### src/fpnc_defs.svh
`ifndef FPNC_DEFS_SVH
`define FPNC_DEFS_SVH
// Notes on behaviour
// - Default-NaN off, arithmetic with any NaN sets input exception flag and bounces.
// - Default-NaN on, arithmetic with quiet NaN returns default NaN, no bounce.
// - Default-NaN on, signaling NaN sets invalid flag; default NaN if trap disabled.
// - Invalid flag with trap enable set bounces to invalid trap, no result.
// - Abs, negate, copy pass NaN with sign change only, no exception.
// - Loads, stores and transfers move NaNs unchanged, no exception or bounce.
// - Default-NaN off, any compare with a NaN sets input flag and bounces.
// - Default-NaN on, plain compare unordered; signaling NaN also raises invalid.
// - Default-NaN on, signaling compare gives unordered and always raises invalid.
// - Compare results go to status flags; transfer instruction copies them to host.
// - Hardware compare gives distinct codes for less, equal and greater.
// - Flush-to-zero off, compare with subnormal operand bounces.
// - Underflow uses after-rounding tininess; loss only from subnormalization.
// - Flush-to-zero on, tiny-before-rounding result becomes +0 and sets underflow.
// - Flush-to-zero off, operation at risk of tiny result bounces.
// - Bounced result not tiny: underflow clear, inexact set when inexact.
// - Bounced result tiny: subnormal or zero delivered, underflow flag set.
// - Exceptions imprecise; next coprocessor instruction starts exception processing.
// - Host runs on meanwhile; further instructions may retire before processing.
// - Exceptional instruction keeps sources and never writes its destination.
// - Overflow or underflow intermediate result is made available to trap path.
// - Default NaN: sign zero, exponent all ones, top fraction bit only set.
// - NaN with top fraction bit zero is signaling, one is quiet.

// Register byte offsets
`define FPNC_OFF_STATUS   8'h00
`define FPNC_OFF_EXC      8'h04
`define FPNC_OFF_INTER    8'h08
`define FPNC_OFF_INSTR    8'h0C
// Status and control fields
`define FPNC_ST_IOC       0
`define FPNC_ST_UFC       3
`define FPNC_ST_IXC       4
`define FPNC_ST_IOE       8
`define FPNC_ST_V         28
`define FPNC_ST_N         31
`define FPNC_ST_RST       32'h0000_0000
// Exception register fields
`define FPNC_EX_TRAP      0
`define FPNC_EX_BOUNCE    1
`define FPNC_EX_INV       7
`define FPNC_EX_PEND      31
`define FPNC_EX_RST       32'h0000_0000
// Single-precision layout and double-precision default NaN
`define FPNC_SIGN         31
`define FPNC_QBIT         22
`define FPNC_EXP_ONES     8'hFF
`define FPNC_DNAN_S       32'h7FC0_0000
`define FPNC_DNAN_D       64'h7FF8_0000_0000_0000
`define FPNC_POS_ZERO     32'h0000_0000
// Condition codes N Z C V
`define FPNC_CC_LT        4'h8
`define FPNC_CC_EQ        4'h6
`define FPNC_CC_GT        4'h2
`define FPNC_CC_UN        4'h3
`endif

### src/fpnc_pkg.sv
package fpnc_pkg;
    typedef enum logic [2:0] {
        FPNC_ARITH  = 3'h0,
        FPNC_NONAR  = 3'h1,
        FPNC_CMP    = 3'h2,
        FPNC_CMPE   = 3'h3,
        FPNC_XFER   = 3'h4,
        FPNC_FLAGX  = 3'h5
    } fpnc_class_e;
    typedef enum logic [1:0] {
        FPNC_COPY   = 2'h0,
        FPNC_ABS    = 2'h1,
        FPNC_NEG    = 2'h2
    } fpnc_sign_e;
    typedef enum logic {
        FPNC_RUN    = 1'b0,
        FPNC_EXC    = 1'b1
    } fpnc_state_e;
endpackage

### src/fpnc_top.sv
`timescale 1ns/1ps
`include "fpnc_defs.svh"
module fpnc_top
    import fpnc_pkg::*;
(
    // Clock and reset
    input  wire logic        ref_clk,
    input  wire logic        rst_n,
    // APB slave
    input  wire logic        psel,
    input  wire logic        penable,
    input  wire logic        pwrite,
    input  wire logic [7:0]  paddr,
    input  wire logic [31:0] pwdata,
    output logic [31:0]      prdata,
    output logic             pready,
    output logic             pslverr,
    // Mode inputs
    input  wire logic        dn_mode,
    input  wire logic        ftz_mode,
    // Instruction issue
    input  wire logic        instr_valid,
    input  wire logic [2:0]  instr_class,
    input  wire logic [1:0]  instr_sign_op,
    input  wire logic [31:0] instr_word,
    input  wire logic [31:0] op_a,
    input  wire logic [31:0] op_b,
    // Datapath result
    input  wire logic [31:0] dp_result,
    input  wire logic        dp_tiny_before,
    input  wire logic        dp_tiny_after,
    input  wire logic        dp_risk_tiny,
    input  wire logic        dp_inexact,
    input  wire logic        dp_overflow,
    // Completion
    output logic             result_valid,
    output logic [31:0]      result_data,
    output logic             bounce,
    output logic             inv_trap,
    output logic             exc_taken,
    output logic             exc_pending,
    // Host flag transfer
    output logic             host_flags_valid,
    output logic [3:0]       host_flags
);
    fpnc_class_e cls;
    fpnc_state_e state_q;
    logic        a_nan, a_snan, a_qnan, a_sub, a_zero;
    logic        b_nan, b_snan, b_qnan, b_sub, b_zero;
    logic        nan_any, snan_any, sub_any, two_op;
    logic        exec, take;
    logic        set_inv, set_ioc, set_ufc, set_ixc, do_trap, do_bounce;
    logic        do_wr, do_cc, cap_inter, do_flagx;
    logic [31:0] res;
    logic [3:0]  cc_new, cc_ord;
    logic [31:0] status_q, exc_q, inter_q, instr_q;
    logic        wr_en, rd_en, addr_ok;
    logic        invalid_op_trap_enable;

    assign cls    = fpnc_class_e'(instr_class);
    assign invalid_op_trap_enable    = status_q[`FPNC_ST_IOE];
    assign two_op = (cls != FPNC_NONAR) && (cls != FPNC_XFER);

    fpnc_opclass u_cls_a (
        .op      (op_a),
        .is_nan  (a_nan),
        .is_snan (a_snan),
        .is_qnan (a_qnan),
        .is_sub  (a_sub),
        .is_zero (a_zero)
    );

    fpnc_opclass u_cls_b (
        .op      (op_b),
        .is_nan  (b_nan),
        .is_snan (b_snan),
        .is_qnan (b_qnan),
        .is_sub  (b_sub),
        .is_zero (b_zero)
    );

    assign nan_any  = a_nan | (two_op & b_nan);
    assign snan_any = a_snan | (two_op & b_snan);
    assign sub_any  = a_sub | (two_op & b_sub);

    // Issue while pending only triggers exception processing
    assign take = instr_valid & (state_q == FPNC_EXC);
    // Host is never stalled; issue in the run state executes at once
    assign exec = instr_valid & (state_q == FPNC_RUN);

    // Ordered compare, subnormals count as zero under flush
    always_comb begin
        logic za, zb, lt_mag;
        za     = a_zero | (ftz_mode & a_sub);
        zb     = b_zero | (ftz_mode & b_sub);
        lt_mag = (op_a[30:0] < op_b[30:0]);
        if (za && zb) begin
            cc_ord = `FPNC_CC_EQ;
        end else if (op_a == op_b) begin
            cc_ord = `FPNC_CC_EQ;
        end else if (op_a[`FPNC_SIGN] != op_b[`FPNC_SIGN]) begin
            cc_ord = op_a[`FPNC_SIGN] ? `FPNC_CC_LT : `FPNC_CC_GT;
        end else if (op_a[`FPNC_SIGN]) begin
            cc_ord = lt_mag ? `FPNC_CC_GT : `FPNC_CC_LT;
        end else begin
            cc_ord = lt_mag ? `FPNC_CC_LT : `FPNC_CC_GT;
        end
    end

    // Per-instruction decision
    always_comb begin
        set_inv   = 1'b0;
        set_ioc   = 1'b0;
        set_ufc   = 1'b0;
        set_ixc   = 1'b0;
        do_trap   = 1'b0;
        do_bounce = 1'b0;
        do_wr     = 1'b0;
        do_cc     = 1'b0;
        cap_inter = 1'b0;
        do_flagx  = 1'b0;
        res       = dp_result;
        cc_new    = cc_ord;
        unique case (cls)
            FPNC_ARITH: begin
                if (nan_any && !dn_mode) begin
                    set_inv   = 1'b1;
                    do_bounce = 1'b1;
                end else if (snan_any) begin
                    set_ioc = 1'b1;
                    do_trap = invalid_op_trap_enable;
                    do_wr   = !invalid_op_trap_enable;
                    res     = `FPNC_DNAN_S;
                end else if (nan_any) begin
                    do_wr = 1'b1;
                    res   = `FPNC_DNAN_S;
                end else if (ftz_mode && dp_tiny_before) begin
                    do_wr   = 1'b1;
                    res     = `FPNC_POS_ZERO;
                    set_ufc = 1'b1;
                end else if (!ftz_mode && dp_risk_tiny) begin
                    do_bounce = 1'b1;
                    cap_inter = 1'b1;
                    // Tininess judged after rounding only
                    set_ufc   = dp_tiny_after;
                    set_ixc   = dp_inexact;
                end else begin
                    do_wr     = 1'b1;
                    set_ixc   = dp_inexact;
                    cap_inter = dp_overflow;
                end
            end
            FPNC_NONAR: begin
                do_wr = 1'b1;
                res   = op_a;
                unique case (fpnc_sign_e'(instr_sign_op))
                    FPNC_ABS: res[`FPNC_SIGN] = 1'b0;
                    FPNC_NEG: res[`FPNC_SIGN] = ~op_a[`FPNC_SIGN];
                    default:  res = op_a;
                endcase
            end
            FPNC_CMP, FPNC_CMPE: begin
                if (nan_any && !dn_mode) begin
                    set_inv   = 1'b1;
                    do_bounce = 1'b1;
                end else if (nan_any) begin
                    // Signaling compare raises invalid on any NaN
                    set_ioc = snan_any || (cls == FPNC_CMPE);
                    do_trap = set_ioc && invalid_op_trap_enable;
                    do_cc   = !do_trap;
                    cc_new  = `FPNC_CC_UN;
                end else if (!ftz_mode && sub_any) begin
                    do_bounce = 1'b1;
                end else begin
                    do_cc = 1'b1;
                end
            end
            FPNC_XFER: begin
                do_wr = 1'b1;
                res   = op_a;
            end
            FPNC_FLAGX: begin
                do_flagx = 1'b1;
            end
            default: begin
                do_wr = 1'b0;
            end
        endcase
    end

    // Exceptional state machine; pending flag kept as its own flop
    always_ff @(posedge ref_clk or negedge rst_n) begin
        if (!rst_n) begin
            state_q     <= FPNC_RUN;
            exc_pending <= 1'b0;
        end else if (exec && (do_trap || do_bounce)) begin
            state_q     <= FPNC_EXC;
            exc_pending <= 1'b1;
        end else if (wr_en && (paddr == `FPNC_OFF_EXC) && !pwdata[`FPNC_EX_PEND]) begin
            state_q     <= FPNC_RUN;
            exc_pending <= 1'b0;
        end
    end

    // Completion outputs; destination untouched on exception
    always_ff @(posedge ref_clk or negedge rst_n) begin
        if (!rst_n) begin
            result_valid <= 1'b0;
            result_data  <= 32'h0000_0000;
        end else begin
            result_valid <= exec & do_wr;
            if (exec && do_wr) begin
                result_data <= res;
            end
        end
    end

    // Bounce, trap and exception-entry pulses
    always_ff @(posedge ref_clk or negedge rst_n) begin
        if (!rst_n) begin
            bounce    <= 1'b0;
            inv_trap  <= 1'b0;
            exc_taken <= 1'b0;
        end else begin
            bounce    <= exec & do_bounce;
            inv_trap  <= exec & do_trap;
            exc_taken <= take;
        end
    end

    // Flag transfer to host program status
    always_ff @(posedge ref_clk or negedge rst_n) begin
        if (!rst_n) begin
            host_flags_valid <= 1'b0;
        end else begin
            host_flags_valid <= exec & do_flagx;
        end
    end

    always_ff @(posedge ref_clk or negedge rst_n) begin
        if (!rst_n) begin
            host_flags <= 4'h0;
        end else if (exec && do_flagx) begin
            host_flags <= status_q[`FPNC_ST_N:`FPNC_ST_V];
        end
    end

    // Status and control: software write, hardware set wins
    always_ff @(posedge ref_clk or negedge rst_n) begin
        if (!rst_n) begin
            status_q <= `FPNC_ST_RST;
        end else begin
            logic [31:0] nxt;
            nxt = status_q;
            if (wr_en && (paddr == `FPNC_OFF_STATUS)) begin
                nxt = pwdata;
            end
            if (exec) begin
                nxt[`FPNC_ST_IOC] = nxt[`FPNC_ST_IOC] | set_ioc;
                nxt[`FPNC_ST_UFC] = nxt[`FPNC_ST_UFC] | set_ufc;
                nxt[`FPNC_ST_IXC] = nxt[`FPNC_ST_IXC] | set_ixc;
                if (do_cc) begin
                    nxt[`FPNC_ST_N:`FPNC_ST_V] = cc_new;
                end
            end
            status_q <= nxt;
        end
    end

    // Exception register and captured context
    always_ff @(posedge ref_clk or negedge rst_n) begin
        if (!rst_n) begin
            exc_q <= `FPNC_EX_RST;
        end else begin
            logic [31:0] nxt;
            nxt = exc_q;
            if (wr_en && (paddr == `FPNC_OFF_EXC)) begin
                nxt = pwdata;
            end
            nxt[`FPNC_EX_PEND] = 1'b0;
            if (exec) begin
                nxt[`FPNC_EX_INV]    = nxt[`FPNC_EX_INV] | set_inv;
                nxt[`FPNC_EX_TRAP]   = nxt[`FPNC_EX_TRAP] | do_trap;
                nxt[`FPNC_EX_BOUNCE] = nxt[`FPNC_EX_BOUNCE] | do_bounce;
            end
            exc_q <= nxt;
        end
    end

    // Intermediate result for the trap path
    always_ff @(posedge ref_clk or negedge rst_n) begin
        if (!rst_n) begin
            inter_q <= 32'h0000_0000;
        end else if (exec && cap_inter) begin
            inter_q <= dp_result;
        end
    end

    // Faulting instruction word
    always_ff @(posedge ref_clk or negedge rst_n) begin
        if (!rst_n) begin
            instr_q <= 32'h0000_0000;
        end else if (exec && (do_trap || do_bounce)) begin
            instr_q <= instr_word;
        end
    end

    // APB slave, one wait state per access
    assign addr_ok = (paddr == `FPNC_OFF_STATUS) || (paddr == `FPNC_OFF_EXC) ||
                     (paddr == `FPNC_OFF_INTER) || (paddr == `FPNC_OFF_INSTR);
    assign wr_en   = psel & penable & pwrite & pready & addr_ok;
    assign rd_en   = psel & penable & ~pwrite & ~pready;

    always_ff @(posedge ref_clk or negedge rst_n) begin
        if (!rst_n) begin
            pready <= 1'b0;
        end else begin
            pready <= psel & penable & ~pready;
        end
    end

    // Error answer for unmapped offsets, alongside ready
    always_ff @(posedge ref_clk or negedge rst_n) begin
        if (!rst_n) begin
            pslverr <= 1'b0;
        end else begin
            pslverr <= psel & penable & ~pready & ~addr_ok;
        end
    end

    always_ff @(posedge ref_clk or negedge rst_n) begin
        if (!rst_n) begin
            prdata <= 32'h0000_0000;
        end else if (rd_en) begin
            unique case (paddr)
                `FPNC_OFF_STATUS: prdata <= status_q;
                `FPNC_OFF_EXC:    prdata <= exc_q | {exc_pending, 31'h0000_0000};
                `FPNC_OFF_INTER:  prdata <= inter_q;
                `FPNC_OFF_INSTR:  prdata <= instr_q;
                default:          prdata <= 32'h0000_0000;
            endcase
        end
    end
endmodule

### src/fpnc_opclass.sv
`timescale 1ns/1ps
`include "fpnc_defs.svh"
module fpnc_opclass
    import fpnc_pkg::*;
(
    // Operand
    input  wire logic [31:0] op,
    // Class
    output logic             is_nan,
    output logic             is_snan,
    output logic             is_qnan,
    output logic             is_sub,
    output logic             is_zero
);
    logic exp_ones;
    logic exp_zero;
    logic frac_nz;

    assign exp_ones = (op[30:23] == `FPNC_EXP_ONES);
    assign exp_zero = (op[30:23] == 8'h00);
    assign frac_nz  = |op[22:0];
    assign is_nan   = exp_ones & frac_nz;
    assign is_snan  = is_nan & ~op[`FPNC_QBIT];
    assign is_qnan  = is_nan & op[`FPNC_QBIT];
    assign is_sub   = exp_zero & frac_nz;
    assign is_zero  = exp_zero & ~frac_nz;
endmodule

### config.mk
export PLATFORM = sky130hd
export DESIGN_NAME = fpnc_top
export DESIGN_NICKNAME = d
export VERILOG_FILES = /design/src/fpnc_pkg.sv /design/src/fpnc_top.sv /design/src/fpnc_opclass.sv
export VERILOG_INCLUDE_DIRS = /design/src /design/src/src
export SDC_FILE = /design/constraint.sdc
export NUM_CORES = 1
export LEC_CHECK = 0
export BUFFER_PORTS_ARGS = -buffer_cell sky130_fd_sc_hd__buf_4
export CAP_MARGIN = 20
export CORE_MARGIN = 2
export CORE_UTILIZATION = 50
export CTS_BUF_LIST = sky130_fd_sc_hd__clkbuf_8
export CTS_CLUSTER_SIZE = 28
export DETAILED_ROUTE_END_ITERATION = 16
export GPL_TIMING_DRIVEN = 1
export PLACE_DENSITY = 0.81
export SLEW_MARGIN = 20
export SYNTH_ARGS = -nofsm -noshare
export SYNTH_HDL_FRONTEND = slang
export SYNTH_HIERARCHICAL = 1
export SYNTH_SLANG_ARGS = --single-unit
### constraint.sdc
create_clock -name ref_clk -period 1.8 [get_ports ref_clk]
set_input_delay 0.09 -clock ref_clk [delete_from_list [all_inputs] [get_ports ref_clk]]
set_output_delay 0.09 -clock ref_clk [all_outputs]
set_load 0.01 [all_outputs]
# --- After elaboration in Yosys (flattened, before gate mapping) ---
# Cells that the tools add are included.
# W data, S select, Z words.
totals:
  register_bits: 203
  input_bits: 186
  word_cells: 192
op_classes:
  magnitude_cmp: 1
  n_eq_ne: 16
  muxes: 76
  bitwise_logic: 48
  n_reduce_logical: 34
ops:
  columns: ["operator", "count"]
  rows:
  - ["$mux W32", 5]
  - ["$pmux W32 S4", 1]
  - ["$pmux W32 S3", 1]
  - ["$mux W1", 49]
  - ["$mux W4", 12]
  - ["$reduce_or A23 Y1", 2]
  - ["$eq A32 B32 Y1", 1]
  - ["$or A31 B32 Y32", 1]
  - ["$lt A31 B31 Y1", 1]
  - ["$and A1 B1 Y1", 27]
  - ["$logic_not A8 Y1", 3]
  - ["$eq A8 B4 Y1 const B", 2]
  - ["$eq A8 B8 Y1 const B", 2]
  - ["$logic_and A1 B1 Y1", 14]
  - ["$or A1 B1 Y1", 11]
  - ["$pmux W1 S2", 5]
  - ["$not A1 Y1", 9]
  - ["$eq A8 B3 Y1 const B", 1]
  - ["$mux W8", 1]
  - ["$eq A3 B2 Y1 const B", 2]
  - ["$eq A3 B3 Y1 const B", 2]
  - ["$logic_not A1 Y1", 5]
  - ["$logic_or A1 B1 Y1", 5]
  - ["$mux W2", 2]
  - ["10 further kinds", 11]

# --- Depth between registers and ports, before layout ---
depth:
  depth_word: 13
  depth_mapped: 11

# --- Cells and area by module ---
# The synthesis kept the hierarchy.
by_module_without_submodules:
  columns: ["mod", "instances", "cells_per_inst", "area_per_inst_um2"]
  rows:
  - ["fpnc_top", 1, 809, 9983.3]
  - ["fpnc_opclass", 2, 20, 126.4]

# --- Worst setup path before layout ---
# No wires, ideal clock.
synth_timing:
  path_type: "input to register"
  from: "input op_b[25]"
  to: "register instr_q[10]"
  setup_time_ns: 0.125
  t_arrival_ns: 2.314
  setup_slack_ns: -0.639
  path_stages: 10
  path_buffers: 1
  cell_sequence: "nand4_1 > or2_1 > a211oi_1 > o21ai_0 > a311oi_1 > nor2b_1 > o211ai_2 > nand2_4 > buf_6 > mux2_4"
synth_between:
  elab_chain_cells: 12
  elab_cells_between_ends: 29
synth_rtl:
  columns: ["element", "line_no", "source"]
  rows:
  - ["start, declared", "fpnc_top.sv:27", "input wire logic [31:0] op_b,"]
  - ["$eq A8 B8 Y1 (no source line) *", null, null]
  - ["$and A1 B1 Y1 *", "fpnc_opclass.sv:22", "assign is_nan = exp_ones & frac_nz;"]
  - ["$and A1 B1 Y1 *", "fpnc_opclass.sv:23", "assign is_snan = is_nan & ~op[`FPNC_QBIT];"]
  - ["via b_snan", "fpnc_top.sv:49", "logic b_nan, b_snan, b_qnan, b_sub, b_zero;"]
  - ["$and A1 B1 Y1 *", "fpnc_top.sv:83", "assign snan_any = a_snan | (two_op & b_snan);"]
  - ["$or A1 B1 Y1 *", "fpnc_top.sv:83", null]
  - ["$logic_or A1 B1 Y1", "fpnc_top.sv:168", "set_ioc = snan_any || (cls == FPNC_CMPE);"]
  - ["$logic_and A1 B1 Y1", "fpnc_top.sv:169", "do_trap = set_ioc && invalid_op_trap_enable;"]
  - ["$mux W1", "fpnc_top.sv:166", "end else if (nan_any) begin"]
  - ["$mux W1", "fpnc_top.sv:163", "if (nan_any && !dn_mode) begin"]
  - ["$pmux W1 S2", "fpnc_top.sv:124", "unique case (cls)"]
  - ["$logic_or A1 B1 Y1 *", "fpnc_top.sv:303", "end else if (exec && (do_trap || do_bounce)) begin"]
  - ["$logic_and A1 B1 Y1 *", "fpnc_top.sv:303", null]
  - ["end signal, assigned", "fpnc_top.sv:304", "instr_q <= instr_word;"]
  - ["end, declared", "fpnc_top.sv:56", "logic [31:0] status_q, exc_q, inter_q, instr_q;"]
# The timed path passes the listed nets; every way through them passes the cells marked *.
# A chain may end at the register's enable or synchronous reset.

# --- Worst setup path in the final report ---
layout_timing:
  from: "input op_a[5]"
  to: "register instr_q[24]"
layout_between:
  elab_chain_cells: 11
  elab_cells_between_ends: 25
layout_rtl:
  columns: ["element", "line_no", "source"]
  rows:
  - ["start, declared", "fpnc_top.sv:26", "input wire logic [31:0] op_a,"]
  - ["$reduce_or A23 Y1 *", "fpnc_opclass.sv:21", "assign frac_nz = |op[22:0];"]
  - ["$and A1 B1 Y1 *", "fpnc_opclass.sv:22", null]
  - ["via a_nan", "fpnc_top.sv:48", "logic a_nan, a_snan, a_qnan, a_sub, a_zero;"]
  - ["$and A1 B1 Y1", "fpnc_opclass.sv:23", null]
  - ["$or A1 B1 Y1", "fpnc_top.sv:83", null]
  - ["$logic_or A1 B1 Y1", "fpnc_top.sv:168", null]
  - ["$logic_and A1 B1 Y1", "fpnc_top.sv:169", null]
  - ["$mux W1", "fpnc_top.sv:166", null]
  - ["$mux W1", "fpnc_top.sv:163", null]
  - ["$pmux W1 S2", "fpnc_top.sv:124", null]
  - ["$logic_or A1 B1 Y1 *", "fpnc_top.sv:303", null]
  - ["$logic_and A1 B1 Y1 *", "fpnc_top.sv:303", null]
# Marks and branches as above.

==> results.toml <==
[worst_setup_path]
endpoint_kind = "flip-flop"
crit_fanout = 21
worstSetupStartpoint = "op_a[5]"
r2r_start = "state_q"
startpoint_type = "input port"
cp.required_ns = 2.18
critPathArrivalTime_ns = 2.55
critPathKind = "in2reg"

[cells_and_area]
area.growth.synth_to_final_pct = 55.9
final_nets = 1573
fin_area_sq_um = 15900
utilization_pct = 79.0
drive_gt1_share_pct = 48.6
diodes = 0

[timing]
grt_setup_unrepaired = "true"
fin_skew_ns = 0.0411
finalCriticalPeriod_ns = 2.17
slew_viol_final = 0
fmax_mhz = 461
slew_headroom_pct = 63.5
worst_slack_ns = -0.368
tightest_slew_ns = 0.547
min_period_over_period_pct = 120
hold_violations = 0
setup_viol = 100

[power_and_ir_drop]
p_sw_w = 0.00453
power.total_w = 0.0150
seqPwrFrac_pct = 43.5
ir_drop_mv = 0.741
pwr-share-comb_pct = 29.1
p_per_area_nw_per_um2 = 944
p_leak_nw = 7.73
switching_share_pct = 30.1
clkPwrFrac_pct = 27.4
internal-power_w = 0.0105

[routing]
drcViolationCount = 0
viasPerCell = 5.79
postRouteAntennaNets = 0
wl_um = 37800
drt_iter0_markers = 561
wl_per_cell_um = 22.9
first_pass_iters = 5
vias = 9549

[clock_network]
cts_buffer_depth = 3
root_buffer = "clkbuf_8"
numCtsBuffers = 34
tritoncts = "built"
worstSkewPairLatency_ns = 0.55
clkSlewWorstSetupHoldPaths_ns = 0.07
clkSinkCount = 203
htreeDepth = 2

[grt]
antenna_found_initial = 0
grt_remaining_overflow = 0
grt_usage_pct = 32.8
grt_pass1_wl_um = 54800
grt_max_degree = 65
grt_pass1_vias = 10100

[floorplanning]
fp-row-count = 52
die_y_um = 147
die_x_um = 147
core_sq_um = 20200
initial_core_util_pct = 50.7
io_pins = 262
dieArea_sq_um = 21600

[run]
maxCapViolations = 0

[logic_synthesis]
yosys_warnings = 6
syn_area_per_cell_sq_um = 12.1
synth_fp_nets = 1063
synthCells = 845
syn_area_sq_um = 10200

[worst_hold_path]
hp-class = "in2reg"
min_from = "op_a[19]"

[placed_design]
dp_hpwl_um = 23300
dpl_cell_area_sq_um = 13600
globalplace.congestion = 0.911
port_buffers = 261

[status]
violations = "negative setup slack"
status = "finished, violations left"
stage by stage:
step	setup WS, ns	TNS, ns	cells	hold WS [ns]
final	-0.368	-29.80	1650	0.00954
after CTS	-0.273	-21.96	1631	0.00108
after global routing	-0.411	-34.35	1650	0.0171
after detailed placement	-0.900	-83.58	1464	0.0947
after floorplan	-0.480	-44.13	845	-0.206
after global placement	-0.833	-76.53	1464	0.0939
cells in the final DEF (no fill, tap or decap), types with 32 or more instances in the layout:
cell type / n
buf_4: 378
dfrtp_1: 203
dlygate4sd3_1: 104
mux2_4: 93
a22oi_1: 65
mux2_2: 57
inv_1: 54
nand2_1: 44
clkbuf_8: 44
nor2_1: 40
a31oi_1: 33
ha_1: 32
routing by layer:
metal / share of wire (%) / wire [um] / vias to the layer above / track usage (%)
met5: 0 / 0 / - / 0
met4: 5.6 / 2110 / 0 / 16.2
met2: 50 / 18900 / 494 / 58.1
met3: 6.5 / 2470 / 134 / 5.59
met1: 38 / 14300 / 4755 / 38.8
li1: - / - / 4166 / -
layout make-up:
cell class | instances | area [sq um]
fillers | 1177 | 4240
flip-flops and latches | 203 | 5080
repair buffers | 518 | 4520
multi-input cells | 556 | 5160
well taps | 270 | 338
clock inverters | 18 | 85.1
inverters | 42 | 160
clock buffers | 43 | 592
power by group through the flow:
| stage | logic (W) | registers [W] | clock network (W) |
|---|---|---|---|
| after floorplan | 0.00168 | 0.00649 | 0 |
| after global placement | 0.00370 | 0.00645 | 0 |
| after detailed placement | 0.00383 | 0.00647 | 0 |
| after CTS | 0.00404 | 0.00644 | 0.00408 |
| after global routing | 0.00462 | 0.00662 | 0.00438 |
| final | 0.00438 | 0.00654 | 0.00412 |
worst max-delay path, cell delays in order:
cell and delay (ns):
buf_4 0.12, or4_4 0.54, nor2_4 0.26, a21oi_4 0.12, nor2_4 0.18, o21ai_1 0.15
a21oi_1 0.25, o211ai_2 0.16, nand2_4 0.12, buf_12 0.21, mux2_4 0.32
flip-flops by register name, indices dropped and copies added (netlist names):
name,cells
bounce,1
exc_q,31
exc_taken,1
host_flags,4
host_flags_valid,1
instr_q,32
inter_q,32
inv_trap,1
prdata,32
pready,1
pslverr,1
result_data,32
result_valid,1
state_q,1
status_q,32
final timing paths:
path / end / slack (ns) / depth (start not counted)
setup / recovery: instr_q[24] / -0.37 / 11
hold / removal: result_data[19] / 0.01 / 4
setup reg to reg: instr_q[24] / -0.01 / 7
hold reg to reg: exc_q[1] / 0.51 / 2
max in group asynchronous: status_q[24] / 0.94 / 3
min in group asynchronous: exc_q[2] / 0.12 / 2
what timing repair did:
item                       4_1_cts  5_1_grt
hold buffers                   104        0
hold endpoints to repair       336        0
cloned                           0        8
pin swaps                        2       10
buffers inserted                 2       11
setup endpoints to repair       99      155
resized for setup               11       68
Power figures use the tool's default switching activity.
